==> src/design/ssfr_cfg.svh <==
`ifndef SSFR_CFG_SVH
`define SSFR_CFG_SVH
`define SSFR_IX_ERR      5'h02
`define SSFR_IX_STAT     5'h03
`define SSFR_IX_P0       5'h04
`define SSFR_IX_P1       5'h05
`define SSFR_IX_P2       5'h06
`define SSFR_IX_T0       5'h07
`define SSFR_IX_T1       5'h08
`define SSFR_IX_T2       5'h09
`define SSFR_IX_TS0      5'h0C
`define SSFR_IX_TS1      5'h0D
`define SSFR_IX_TS2      5'h0E
`define SSFR_IX_EVT      5'h10
`define SSFR_IX_IST      5'h11
`define SSFR_IX_LEN0     5'h12
`define SSFR_IX_LEN1     5'h13
`define SSFR_IX_FDATA    5'h14
`define SSFR_IX_WTM0     5'h15
`define SSFR_IX_WTM1     5'h16
`define SSFR_IX_FC1      5'h17
`define SSFR_IX_FC2      5'h18
`define SSFR_IX_IC       5'h19
`define SSFR_MAP_MASK    32'h03FF_73FC
`define SSFR_ERR_FATAL   0
`define SSFR_ERR_CMD     1
`define SSFR_ERR_CONF    2
`define SSFR_ST_RDY      4
`define SSFR_ST_DRDY_P   5
`define SSFR_ST_DRDY_T   6
`define SSFR_EV_POR      0
`define SSFR_EV_ACT      1
`define SSFR_IS_WTM      0
`define SSFR_IS_FULL     1
`define SSFR_IS_DRDY     3
`define SSFR_FC1_MODE    0
`define SSFR_FC1_STOP    1
`define SSFR_FC1_TIME    2
`define SSFR_FC1_PRESS   3
`define SSFR_FC1_TEMP    4
`define SSFR_FC2_SUB_LO  0
`define SSFR_FC2_SUB_HI  2
`define SSFR_FC2_SEL_LO  3
`define SSFR_FC2_SEL_HI  4
`define SSFR_SEL_FILT    2'h1
`define SSFR_IC_OD       0
`define SSFR_IC_LEVEL    1
`define SSFR_IC_LATCH    2
`define SSFR_IC_WTM      3
`define SSFR_IC_FULL     4
`define SSFR_IC_DS       5
`define SSFR_IC_DRDY     6
`define SSFR_MODE_NORMAL 2'h3
`define SSFR_RST_WTM0    8'h01
`define SSFR_RST_WTM1    8'h00
`define SSFR_RST_FC1     8'h02
`define SSFR_RST_FC2     8'h02
`define SSFR_RST_IC      8'h02
`define SSFR_MSK_WTM1    8'h01
`define SSFR_MSK_FC      8'h1F
`define SSFR_MSK_IC      8'h7F
`define SSFR_RST_DATA    24'h80_0000
`define SSFR_FIFO_BYTES  10'h200
`endif

==> src/design/ssfr_pkg.sv <==
package ssfr_pkg;
  typedef struct packed {
    logic        vld;
    logic [23:0] val;
  } ssfr_sample_t;
  typedef logic [7:0] ssfr_byte_t;
endpackage : ssfr_pkg

==> src/design/ssfr_top.sv <==
// Functional notes
// - Error bit 0 mirrors fatal fault, not cleared on read; bit 1 command failure, cleared on read.
// - Error bit 2 flags configuration fault in normal mode only, cleared on read.
// - Status bit 4 is 0 while a command runs, 1 when ready.
// - Status bit 5 flags new pressure, cleared by any pressure byte read.
// - Status bit 6 flags new temperature, cleared by any temperature byte read.
// - Pressure result bytes low, mid, high at 0x04, 0x05, 0x06.
// - Temperature result bytes low, mid, high at 0x07, 0x08, 0x09.
// - Sensor time bytes low, mid, high at 0x0C, 0x0D, 0x0E.
// - Event bit 0 set after power-up or soft reset, cleared on read.
// - Event bit 1 set by bus access during conversion, cleared on read.
// - Interrupt status: watermark bit 0, full bit 1, data ready bit 3.
// - Queue byte count of 512-byte buffer split over two registers.
// - Reading register 0x14 returns a byte from the queue.
// - Nine-bit threshold: low byte at 0x15, bit 8 at 0x16 bit 0.
// - Frame config bit 0 enables the queue.
// - Frame config bit 1 stops writes when full, else oldest overwritten.
// - Frame config bit 2 returns a time frame once the queue is drained.
// - Frame config bits 3 and 4 store pressure and temperature.
// - Source config bits 2..0 downsample queue input by two to that power.
// - Source config bits 4..3: 1 filtered, other values unfiltered.
// - Irq config bit 0 open-drain, bit 1 active-high pin.
// - Irq config bit 2 latches; bits 3, 4, 6 enable the three sources.
// - Power mode 11 is normal; configuration check runs only there.
`timescale 1ns/1ps
`include "ssfr_cfg.svh"
module ssfr_top (
  input  wire logic                CLK_SYS_I,
  input  wire logic                RST_N_I,
  input  wire logic                CE_I,
  input  wire logic                PSEL_I,
  input  wire logic                PENABLE_I,
  input  wire logic                PWRITE_I,
  input  wire logic [7:0]          PADDR_I,
  input  wire logic [31:0]         PWDATA_I,
  output logic      [31:0]         PRDATA_O,
  output logic                     PREADY_O,
  output logic                     PSLVERR_O,
  input  wire ssfr_pkg::ssfr_sample_t PRESS_RAW_I,
  input  wire ssfr_pkg::ssfr_sample_t PRESS_FILT_I,
  input  wire ssfr_pkg::ssfr_sample_t TEMP_RAW_I,
  input  wire ssfr_pkg::ssfr_sample_t TEMP_FILT_I,
  input  wire logic [23:0]         SENSOR_TIME_I,
  input  wire logic [1:0]          POWER_MODE_I,
  input  wire logic                CMD_BUSY_I,
  input  wire logic                CMD_FAIL_I,
  input  wire logic                CONF_FAULT_I,
  input  wire logic                FATAL_FAULT_I,
  input  wire logic                CONV_ACTIVE_I,
  input  wire logic                SOFT_RESET_I,
  output logic                     INT_O,
  output logic                     INT_OE_N_O,
  output logic                     INT_STRONG_O
);
  import ssfr_pkg::*;

  // Bus decode
  wire       setup = PSEL_I & ~PENABLE_I;
  wire       done  = PSEL_I & PENABLE_I & PREADY_O;
  wire [4:0] idx   = PADDR_I[6:2];
  wire [31:0] map_vec = `SSFR_MAP_MASK;
  wire       hit   = ~PADDR_I[7] & map_vec[idx];
  wire       rd    = done & ~PWRITE_I & hit;
  wire       wr    = done & PWRITE_I & hit;
  wire       rd_err  = rd & (idx == `SSFR_IX_ERR);
  wire       rd_evt  = rd & (idx == `SSFR_IX_EVT);
  wire       rd_ist  = rd & (idx == `SSFR_IX_IST);
  wire       rd_fd   = rd & (idx == `SSFR_IX_FDATA);
  wire       rd_pres = rd & (idx >= `SSFR_IX_P0) & (idx <= `SSFR_IX_P2);
  wire       rd_temp = rd & (idx >= `SSFR_IX_T0) & (idx <= `SSFR_IX_T2);

  // Error, status and event flags
  logic        fatal_reg;
  logic        cmd_err_reg;
  logic        conf_err_reg;
  logic        cmd_rdy_reg;
  logic        drdy_p_reg;
  logic        drdy_t_reg;
  logic        por_reg;
  logic        act_reg;
  logic [23:0] press_reg;
  logic [23:0] temp_reg;
  // Set terms listed last so an event in the clearing cycle survives
  wire cmd_err_next  = (cmd_err_reg & ~rd_err) | CMD_FAIL_I;
  wire conf_err_next = (conf_err_reg & ~rd_err)
                     | (CONF_FAULT_I & (POWER_MODE_I == `SSFR_MODE_NORMAL));
  wire drdy_p_next   = (drdy_p_reg & ~rd_pres) | PRESS_FILT_I.vld;
  wire drdy_t_next   = (drdy_t_reg & ~rd_temp) | TEMP_FILT_I.vld;
  wire por_next      = (por_reg & ~rd_evt) | SOFT_RESET_I;
  wire act_next      = (act_reg & ~rd_evt) | (done & CONV_ACTIVE_I);

  always_ff @(posedge CLK_SYS_I) begin
    if (!RST_N_I) begin
      fatal_reg    <= 1'b0;
      cmd_err_reg  <= 1'b0;
      conf_err_reg <= 1'b0;
      cmd_rdy_reg  <= 1'b1;
      drdy_p_reg   <= 1'b0;
      drdy_t_reg   <= 1'b0;
      por_reg      <= 1'b1;
      act_reg      <= 1'b0;
    end else if (CE_I) begin
      fatal_reg    <= FATAL_FAULT_I;
      cmd_err_reg  <= cmd_err_next;
      conf_err_reg <= conf_err_next;
      cmd_rdy_reg  <= ~CMD_BUSY_I;
      drdy_p_reg   <= drdy_p_next;
      drdy_t_reg   <= drdy_t_next;
      por_reg      <= por_next;
      act_reg      <= act_next;
    end
  end

  // Result registers show the filtered path
  always_ff @(posedge CLK_SYS_I) begin
    if (!RST_N_I) begin
      press_reg <= `SSFR_RST_DATA;
      temp_reg  <= `SSFR_RST_DATA;
    end else if (CE_I) begin
      if (PRESS_FILT_I.vld) press_reg <= PRESS_FILT_I.val;
      if (TEMP_FILT_I.vld) temp_reg <= TEMP_FILT_I.val;
    end
  end

  // Configuration registers
  ssfr_byte_t wtm0_reg;
  ssfr_byte_t wtm1_reg;
  ssfr_byte_t fc1_reg;
  ssfr_byte_t fc2_reg;
  ssfr_byte_t ic_reg;
  always_ff @(posedge CLK_SYS_I) begin
    if (!RST_N_I) begin
      wtm0_reg <= `SSFR_RST_WTM0;
      wtm1_reg <= `SSFR_RST_WTM1;
      fc1_reg  <= `SSFR_RST_FC1;
      fc2_reg  <= `SSFR_RST_FC2;
      ic_reg   <= `SSFR_RST_IC;
    end else if (CE_I && wr) begin
      if (idx == `SSFR_IX_WTM0) wtm0_reg <= PWDATA_I[7:0];
      if (idx == `SSFR_IX_WTM1) wtm1_reg <= PWDATA_I[7:0] & `SSFR_MSK_WTM1;
      if (idx == `SSFR_IX_FC1) fc1_reg <= PWDATA_I[7:0] & `SSFR_MSK_FC;
      if (idx == `SSFR_IX_FC2) fc2_reg <= PWDATA_I[7:0] & `SSFR_MSK_FC;
      if (idx == `SSFR_IX_IC) ic_reg <= PWDATA_I[7:0] & `SSFR_MSK_IC;
    end
  end
  wire [8:0] wtm = {wtm1_reg[0], wtm0_reg};

  // Queue input: source select and downsampling
  wire        fifo_on  = fc1_reg[`SSFR_FC1_MODE];
  wire        use_filt = fc2_reg[`SSFR_FC2_SEL_HI:`SSFR_FC2_SEL_LO] == `SSFR_SEL_FILT;
  ssfr_sample_t p_src;
  ssfr_sample_t t_src;
  assign p_src = use_filt ? PRESS_FILT_I : PRESS_RAW_I;
  assign t_src = use_filt ? TEMP_FILT_I : TEMP_RAW_I;
  wire [2:0]  sub     = fc2_reg[`SSFR_FC2_SUB_HI:`SSFR_FC2_SUB_LO];
  wire [6:0]  sub_msk = 7'((8'h01 << sub) - 8'h01);
  logic [6:0] sub_cnt_reg;
  wire        smp     = p_src.vld | t_src.vld;
  wire        keep    = (sub_cnt_reg & sub_msk) == 7'h00;
  wire        p_take  = fifo_on & smp & keep & p_src.vld & fc1_reg[`SSFR_FC1_PRESS];
  wire        t_take  = fifo_on & smp & keep & t_src.vld & fc1_reg[`SSFR_FC1_TEMP];

  // Byte serialiser; samples arriving mid-frame are dropped, a frame is six cycles at most
  logic [47:0] sbuf_reg;
  logic [2:0]  sleft_reg;
  wire         push = sleft_reg != 3'h0;
  always_ff @(posedge CLK_SYS_I) begin
    if (!RST_N_I) begin
      sub_cnt_reg <= 7'h00;
      sbuf_reg    <= 48'h0000_0000_0000;
      sleft_reg   <= 3'h0;
    end else if (CE_I) begin
      if (smp) sub_cnt_reg <= sub_cnt_reg + 7'h01;
      if (push) begin
        sbuf_reg  <= sbuf_reg >> 8;
        sleft_reg <= sleft_reg - 3'h1;
      end else if (p_take && t_take) begin
        sbuf_reg  <= {t_src.val, p_src.val};
        sleft_reg <= 3'h6;
      end else if (p_take || t_take) begin
        sbuf_reg  <= {24'h00_0000, p_take ? p_src.val : t_src.val};
        sleft_reg <= 3'h3;
      end
    end
  end

  // Queue storage
  ssfr_byte_t mem [0:511];
  logic [8:0] wp_reg;
  logic [8:0] rp_reg;
  logic [9:0] cnt_reg;
  logic [1:0] tix_reg;
  wire        full   = cnt_reg == `SSFR_FIFO_BYTES;
  wire        empty  = cnt_reg == 10'h000;
  wire        pop    = rd_fd & ~empty;
  wire        room   = ~full | pop;
  wire        stop   = fc1_reg[`SSFR_FC1_STOP];
  wire        wr_en  = push & (room | ~stop);
  wire        ovw    = push & ~room & ~stop;
  wire        rp_adv = pop | ovw;
  wire [9:0]  cnt_next = cnt_reg + {9'h000, wr_en} - {9'h000, rp_adv};
  wire        t_rd   = rd_fd & empty & fc1_reg[`SSFR_FC1_TIME];
  wire [7:0]  t_byte = (tix_reg == 2'h0) ? SENSOR_TIME_I[7:0] :
                       (tix_reg == 2'h1) ? SENSOR_TIME_I[15:8] : SENSOR_TIME_I[23:16];
  wire [7:0]  fd_byte = !empty ? mem[rp_reg] :
                        fc1_reg[`SSFR_FC1_TIME] ? t_byte : 8'h00;

  always_ff @(posedge CLK_SYS_I) begin
    if (CE_I && wr_en) mem[wp_reg] <= sbuf_reg[7:0];
  end

  always_ff @(posedge CLK_SYS_I) begin
    if (!RST_N_I || (CE_I && !fifo_on)) begin
      wp_reg  <= 9'h000;
      rp_reg  <= 9'h000;
      cnt_reg <= 10'h000;
      tix_reg <= 2'h0;
    end else if (CE_I) begin
      if (wr_en) wp_reg <= wp_reg + 9'h001;
      if (rp_adv) rp_reg <= rp_reg + 9'h001;
      cnt_reg <= cnt_next;
      if (push) tix_reg <= 2'h0;
      else if (t_rd) tix_reg <= (tix_reg == 2'h2) ? 2'h0 : tix_reg + 2'h1;
    end
  end

  // Interrupt sources: 0 watermark, 1 full, 2 data ready
  logic [2:0] irq_cond;
  logic [2:0] irq_flag_reg;
  logic [2:0] irq_flag_next;
  assign irq_cond[0] = ic_reg[`SSFR_IC_WTM] & (cnt_reg >= {1'b0, wtm});
  assign irq_cond[1] = ic_reg[`SSFR_IC_FULL] & full;
  assign irq_cond[2] = ic_reg[`SSFR_IC_DRDY] & (PRESS_FILT_I.vld | TEMP_FILT_I.vld);
  genvar gi;
  generate
    for (gi = 0; gi < 3; gi++) begin : g_irq
      assign irq_flag_next[gi] = ic_reg[`SSFR_IC_LATCH] ?
                                 (irq_flag_reg[gi] & ~rd_ist) | irq_cond[gi] : irq_cond[gi];
    end
  endgenerate
  // Pin follows flags one cycle late so it stays a flop output
  wire pin_next = ic_reg[`SSFR_IC_LEVEL] ? |irq_flag_reg : ~|irq_flag_reg;

  always_ff @(posedge CLK_SYS_I) begin
    if (!RST_N_I) begin
      irq_flag_reg <= 3'h0;
      INT_O        <= 1'b1;
      INT_OE_N_O   <= 1'b0;
      INT_STRONG_O <= 1'b0;
    end else if (CE_I) begin
      irq_flag_reg <= irq_flag_next;
      INT_O        <= pin_next;
      INT_OE_N_O   <= ic_reg[`SSFR_IC_OD] & pin_next;
      INT_STRONG_O <= ic_reg[`SSFR_IC_DS];
    end
  end

  // Read map
  ssfr_byte_t rmap [0:31];
  always_comb begin
    rmap = '{default: 8'h00};
    rmap[`SSFR_IX_ERR][`SSFR_ERR_FATAL] = fatal_reg;
    rmap[`SSFR_IX_ERR][`SSFR_ERR_CMD]   = cmd_err_reg;
    rmap[`SSFR_IX_ERR][`SSFR_ERR_CONF]  = conf_err_reg;
    rmap[`SSFR_IX_STAT][`SSFR_ST_RDY]    = cmd_rdy_reg;
    rmap[`SSFR_IX_STAT][`SSFR_ST_DRDY_P] = drdy_p_reg;
    rmap[`SSFR_IX_STAT][`SSFR_ST_DRDY_T] = drdy_t_reg;
    rmap[`SSFR_IX_P0]  = press_reg[7:0];
    rmap[`SSFR_IX_P1]  = press_reg[15:8];
    rmap[`SSFR_IX_P2]  = press_reg[23:16];
    rmap[`SSFR_IX_T0]  = temp_reg[7:0];
    rmap[`SSFR_IX_T1]  = temp_reg[15:8];
    rmap[`SSFR_IX_T2]  = temp_reg[23:16];
    rmap[`SSFR_IX_TS0] = SENSOR_TIME_I[7:0];
    rmap[`SSFR_IX_TS1] = SENSOR_TIME_I[15:8];
    rmap[`SSFR_IX_TS2] = SENSOR_TIME_I[23:16];
    rmap[`SSFR_IX_EVT][`SSFR_EV_POR] = por_reg;
    rmap[`SSFR_IX_EVT][`SSFR_EV_ACT] = act_reg;
    rmap[`SSFR_IX_IST][`SSFR_IS_WTM]  = irq_flag_reg[0];
    rmap[`SSFR_IX_IST][`SSFR_IS_FULL] = irq_flag_reg[1];
    rmap[`SSFR_IX_IST][`SSFR_IS_DRDY] = irq_flag_reg[2];
    rmap[`SSFR_IX_LEN0] = cnt_reg[7:0];
    rmap[`SSFR_IX_LEN1] = {6'h00, cnt_reg[9:8]};
    rmap[`SSFR_IX_FDATA] = fd_byte;
    rmap[`SSFR_IX_WTM0] = wtm0_reg;
    rmap[`SSFR_IX_WTM1] = wtm1_reg;
    rmap[`SSFR_IX_FC1]  = fc1_reg;
    rmap[`SSFR_IX_FC2]  = fc2_reg;
    rmap[`SSFR_IX_IC]   = ic_reg;
  end

  // Fixed zero-wait answer: data sampled at setup, side effects at completion
  always_ff @(posedge CLK_SYS_I) begin
    if (!RST_N_I) begin
      PRDATA_O  <= 32'h0000_0000;
      PREADY_O  <= 1'b0;
      PSLVERR_O <= 1'b0;
    end else if (CE_I) begin
      PREADY_O  <= setup;
      PSLVERR_O <= setup & ~hit;
      PRDATA_O  <= (setup && !PWRITE_I && hit) ? {24'h00_0000, rmap[idx]} : 32'h0000_0000;
    end
  end
endmodule : ssfr_top

==> config.mk <==
export PLATFORM = sky130hd
export DESIGN_NAME = ssfr_top
export DESIGN_NICKNAME = d
export VERILOG_FILES = /design/src/design/ssfr_pkg.sv /design/src/design/ssfr_top.sv
export VERILOG_INCLUDE_DIRS = /design/src /design/src/design
export SDC_FILE = /design/constraint.sdc
export NUM_CORES = 2
export LEC_CHECK = 0
export BUFFER_PORTS_ARGS = -buffer_cell sky130_fd_sc_hd__buf_2
export CAP_MARGIN = 15
export CORE_MARGIN = 10
export CORE_UTILIZATION = 45
export CTS_BUF_LIST = sky130_fd_sc_hd__clkbuf_16
export DETAILED_ROUTE_END_ITERATION = 12
export MAX_ROUTING_LAYER = met4
export PLACE_DENSITY_LB_ADDON = 0.25
export RECOVER_POWER = 25
export SLEW_MARGIN = 30
export SYNTH_ARGS = -nofsm -noshare
export SYNTH_HDL_FRONTEND = slang
export SYNTH_SLANG_ARGS = --single-unit
==> constraint.sdc <==
create_clock -name CLK_SYS_I -period 8 [get_ports CLK_SYS_I]
set_clock_uncertainty 0.2 [all_clocks]
set_input_delay 1.6 -clock CLK_SYS_I [delete_from_list [all_inputs] [get_ports CLK_SYS_I]]
set_output_delay 1.6 -clock CLK_SYS_I [all_outputs]
set_load 0.01 [all_outputs]
### Yosys cells after proc, flatten, opt, wreduce, memory -nomap -nowiden

Memory sizes are Yosys's and may differ from the RTL's. A register that Yosys moved wholly into a read port is not among the register bits.
Index checks and enable logic that the tools add are counted.

* add/sub/neg operators: 8
* magnitude comparators: 7
* eq/ne operators: 14
* shifts and indexed selects: 1
* mux-type cells: 29
* bitwise logic cells: 74
* reduce and logical (&&, ||, !) cells: 31

Operator list (number)
* 48-bit 2-to-1 mux: 3
* 8-bit 2-to-1 mux: 7
* 25-bit 2-to-1 mux: 2
* 1-bit bitwise AND: 44
* 8-bit binary-select mux with 5-bit select: 1
* 5-bit equality test, second input constant: 8
* 24-bit 2-to-1 mux: 1
* 2-bit AND reduction: 12
* 9-bit by 1-bit adder with 9-bit output, second input constant: 2
* 9-bit 2-to-1 mux: 2
* 1-bit inverter: 14
* 1-bit bitwise OR: 14
* 10-bit by 1-bit adder with 10-bit output: 1
* 10-bit equality test, second input constant: 1
* 10-bit by 9-bit >= comparator with 1-bit output: 1
* 5-bit by 3-bit >= comparator with 1-bit output, second input constant: 2
* 10-bit logical NOT: 1
* 10-bit by 1-bit subtractor with 10-bit output: 1
* 3-bit 2-to-1 mux: 3
* 7-bit by 1-bit adder with 7-bit output, second input constant: 1
* 7-bit bitwise AND: 1
* 7-bit logical NOT: 1
* 1-bit 2-to-1 mux: 7
* 1-bit by 3-bit left shift with 7-bit output, first input constant: 1
* other kinds (19): 33

* flip-flop bits (word level): 210
* memory bits (writable): 4096
* ROM bits: 32
* input bits: 178
* output and inout port bits: 37
* word-level logic and storage cells: 195
* memories kept: 2

Memory list
* mem: depth 512, width 8, rd ports 1, clocked after Yosys merged registers in 1, wr ports 1, RTL line ssfr_top.sv:188 `ssfr_byte_t mem [0:511];`
* (no name shown): depth 32, width 1, rd ports 1, clocked after Yosys merged registers in 0, wr ports 0, RTL line ssfr_top.sv:62 `wire hit = ~PADDR_I[7] & map_vec[idx];`

### Logic depth before layout (Yosys ltp)

* word-level depth: 14
* gate-level depth with buffers: 20
* gate-level depth less buffers: 20

### Least setup slack after synthesis

Ideal clock, no wire load.

* kind: register to register
* from: register sbuf_reg[0]
* to: memory mem[0][0] in the netlist's numbering (data pin)
* library setup time: 1.509 ns
* arrival: 6.515 ns
* data required time: 6.291 ns
* slack: -0.224 ns
* cell stages (with the launch flop): 1
* path buffers: 0
* clock period less this slack: 8.224 ns
* cells stage by stage: dfxtp_1

RTL lines
* start: declaration: RTL line ssfr_top.sv:164 `logic [47:0] sbuf_reg;`
* start signal: assignment: RTL line ssfr_top.sv:175 `sbuf_reg <= sbuf_reg >> 8;`
* start signal: assignment: RTL line ssfr_top.sv:178 `sbuf_reg <= {t_src.val, p_src.val};`
* start signal: assignment: RTL line ssfr_top.sv:181 `sbuf_reg <= {24'h00_0000, p_take ? p_src.val : t_src.val};`
* end: declaration: RTL line ssfr_top.sv:188

Straight into the memory's write port.

### Worst setup path after layout

* from: register sbuf_reg[3]
* to: memory mem[137][3] in the netlist's numbering (data pin)

Straight into the memory's write port.

==> metrics.md <==
| Metric | Value |
|---|---|
| Ys flop type | `edfxtp_1` |
| Clock buffer depth | `4` |
| Number of fill cells | `29.4k` |
| Met2 wire length | `213000 µm` |
| WP data required | `7.92 ns` |
| LEAKAGE | `58.5 nW` |
| CP peak stage delay | `2.96 ns` |
| Worst skew pair latency | `0.97 ns` |
| Switching share of power | `21.1%` |
| Height of the die | `633 µm` |
| Flop pwr share | `54.1%` |
| Crit path DAT | `6.45 ns` |
| Die Wd | `633 µm` |
| Failing checks | `max-capacitance violations, max-slew violations` |
| Max H-tree Level | `5` |
| Power Density | `249 mW/mm²` |
| Setup crit start kind | `flop` |
| Reported max-cap violation count | `28` |
| Ports | `215` |
| Root buf cell | `clkbuf_16` |
| Max FO, Critical Path | `177` |
| Total Routed Length | `442000 µm` |
| Worst Path Buf+Inv | `1` |
| Largest net degree at the start of global routing | `216` |
| RSZ-0062 raised after global routing | `false` |
| Wire length on met3 | `39000 µm` |
| Yosys top cell by area | `edfxtp_1` |
| Vias after detailed routing | `83.8k` |
| TritonCTS clock tree | `built` |
| Setup TNS | `0 ns` |
| Post-Syn Area | `0.169 mm²` |
| Mean number of vias per cell | `6.09` |
| Critical path, cell by cell | `clkbuf_2` |
| Syn_area_per_cell | `20.8 µm²` |
| Total CTS buffers | `427` |
| Synth async-reset ratio | `0%` |
| Element type at the critical path end | `flop` |
| Maximum vdd drop | `0.000188 V` |
| Status | `complete, but fails checks` |
| Final period utilization | `81.6%` |
| Number of distinct library cells after synthesis | `79` |
| Min cycle time layout | `6.53 ns` |
| Routability-driven placement congestion ratio | `0.889` |
| Switching power of the nets | `9.99 mW` |
| Pin slew with the least headroom to its limit | `4.34 ns` |
| Min Hold Slack | `0.254 ns` |
| Max reg flops | `4096` |
| Drt initial violations | `10.7k` |
| Final Max Slew Viols | `2103` |
| Post_cts resized | `0` |
| Starting Density | `45.1%` |
| Combinational share of power | `3.3%` |
| Area contributors post-synth | `edfxtp_1, mux4_2, dfxtp_1, nor2_1, mux2i_1` |
| Full die area | `0.401 mm²` |
| Initial antenna violation count | `17` |
| DRC Markers | `0` |
| PortBufs | `164` |
| Worst slew margin | `-189%` |
| Post-synth EDFFs | `4096` |
| CTS Hold Buffers Added | `0` |
| Antenna viol nets, final | `0` |
| Commonest non-fill, non-tap cell in the layout | `edfxtp_1` |
| Pre-antenna DRT Iters | `8` |
| Layout cells sized above 1 | `26.3%` |
| Clock slew at reported path FFs | `0.06 ns` |
| Nets | `8605` |
| Final Hold Vio Count | `0` |
| Vias in the first global route | `84.5k` |
| Synth Warn # | `0` |
| Most frequent cells in the layout | `edfxtp_1, mux4_2, nor2_1` |
| Critical path type | `flop to flop` |
| Crit-path slowest cell | `clkbuf_2` |
| Routed WL per cell | `32.1 µm` |
| Clock share of power | `42.6%` |
| DRT met1 WL | `176000 µm` |
| Share of the synthesized area in the top cell type | `72.7%` |
| Worst min-delay path class | `flop to flop` |
| Number of setup violations in the final report | `0` |
| First-pass GRT wire length | `636000 µm` |
| Core area | `0.375 mm²` |
| Total grt overflow | `0` |
| Internal Pwr Total | `37.3 mW` |
| Register area share after synthesis | `75.0%` |
| F_max | `0.153 GHz` |
| Area Overhead vs Synth | `12.2%` |
| # Post-CTS Setup Buffers | `0` |
| Seq cells post-synth | `4291` |
| Mapped Cells | `8126` |
| DPL Wire Length | `270000 µm` |
| Cell Rows | `225` |
| DR top layer | `met4` |
| Clk sinks | `4291` |
| Tot GR Track Use | `22.4%` |
| Cell family contributing the most delay on the critical path | `buffers and inverters` |
-- synthesized netlist by cell type (5+ instances only) --
cell type	instances
edfxtp_1	4096
mux4_2	1236
nor2_1	673
nand2_1	298
clkbuf_1	251
dfxtp_1	195
mux2i_1	170
a21oi_1	139
buf_2	116
buf_4	99
nand3_1	66
o21ai_0	66
a211oi_1	49
and2_1	44
buf_6	43
a31oi_1	42
mux2_2	41
a22oi_1	40
inv_1	35
o211ai_1	34
buf_1	33
ha_1	32
nand4_1	26
nor2b_1	25
o211a_1	25
nor3_1	22
o22ai_1	21
o221ai_1	20
xor2_1	18
and3_1	12
a311oi_1	11
xnor2_1	11
a2111oi_0	10
nand3b_1	10
a21o_1	9
nand2b_1	9
a221oi_1	6
nand4b_1	6
nor3b_1	6
nor4_1	6
o21bai_1	5
or2_2	5
or3_1	5
-- area by class of cell --
| type | count | area [µm²] | area share (%) |
|---|---|---|---|
| antenna | 15 | 37.5 | 0.0198 |
| clock buffer | 433 | 10800 | 5.71 |
| clock inverter | 356 | 3270 | 1.72 |
| inverter | 36 | 148 | 0.0777 |
| multi-input combinational | 3278 | 39700 | 20.9 |
| sequential | 4291 | 127000 | 66.8 |
| tap | 4994 | 6250 | 3.29 |
| timing repair buffer | 360 | 2780 | 1.47 |
-- power groups by stage --
stage	Clock [mW]	Combinational [mW]	Sequential [mW]
after floorplan	0	0.315	26.5
after global placement	0	1.47	25.9
after detailed placement	0	1.55	26.0
after CTS	20.4	1.55	25.5
after global routing	21.4	1.67	25.6
final	20.2	1.55	25.6
-- routing by layer --
layer / up-vias / GRT usage (%)
met2: 4025 / 34.9
met5: - / -
met4: 0 / 6.14
li1: 34182 / -
met3: 718 / 4.54
met1: 44853 / 30.3
-- logic make-up (layout without fill, tap and decap cells) --
logic type,Yosys count,count (layout),share of synthesized area [%]
xor gates and xnor gates,29,29,0.150
adders and majority gates,33,33,0.248
muxes,1447,1447,17.7
other,1,39,0.00222
AOI/OAI and AO/OA,520,520,2.07
buffers and inverters,580,1185,1.79
DFF,4291,4291,75.0
and+or+nand+nor,1225,1225,3.06
-- worst paths after layout --
| kind | startpoint | slack, ns | cells after the start | endpoint |
|---|---|---|---|---|
| setup / recovery | sbuf_reg[3] | 1.47 | 1 | mem[137][3] |
| hold / removal | press_reg[20] | 0.25 | 2 | press_reg[20] |
| setup reg to reg | sbuf_reg[3] | 1.47 | 1 | mem[137][3] |
| hold reg to reg | press_reg[20] | 0.25 | 2 | press_reg[20] |
-- per-stage QoR --
stage | worst slack, ns | util, % | cell area, µm² | power (mW) | cells
3_3_place_gp | 1.21 | 46.8 | 176000 | 27.4 | 12951
6_report | 1.47 | 50.6 | 190000 | 47.3 | 13763
5_1_grt | 1.04 | 50.6 | 190000 | 48.6 | 13753
3_5_place_dp | 1.20 | 46.8 | 176000 | 27.5 | 12952
2_1_floorplan | 2.80 | - | 169000 | 26.8 | 8149
4_1_cts | 2.24 | 50.6 | 190000 | 47.5 | 13741
No activity file was read; power rests on OpenSTA's default activity.
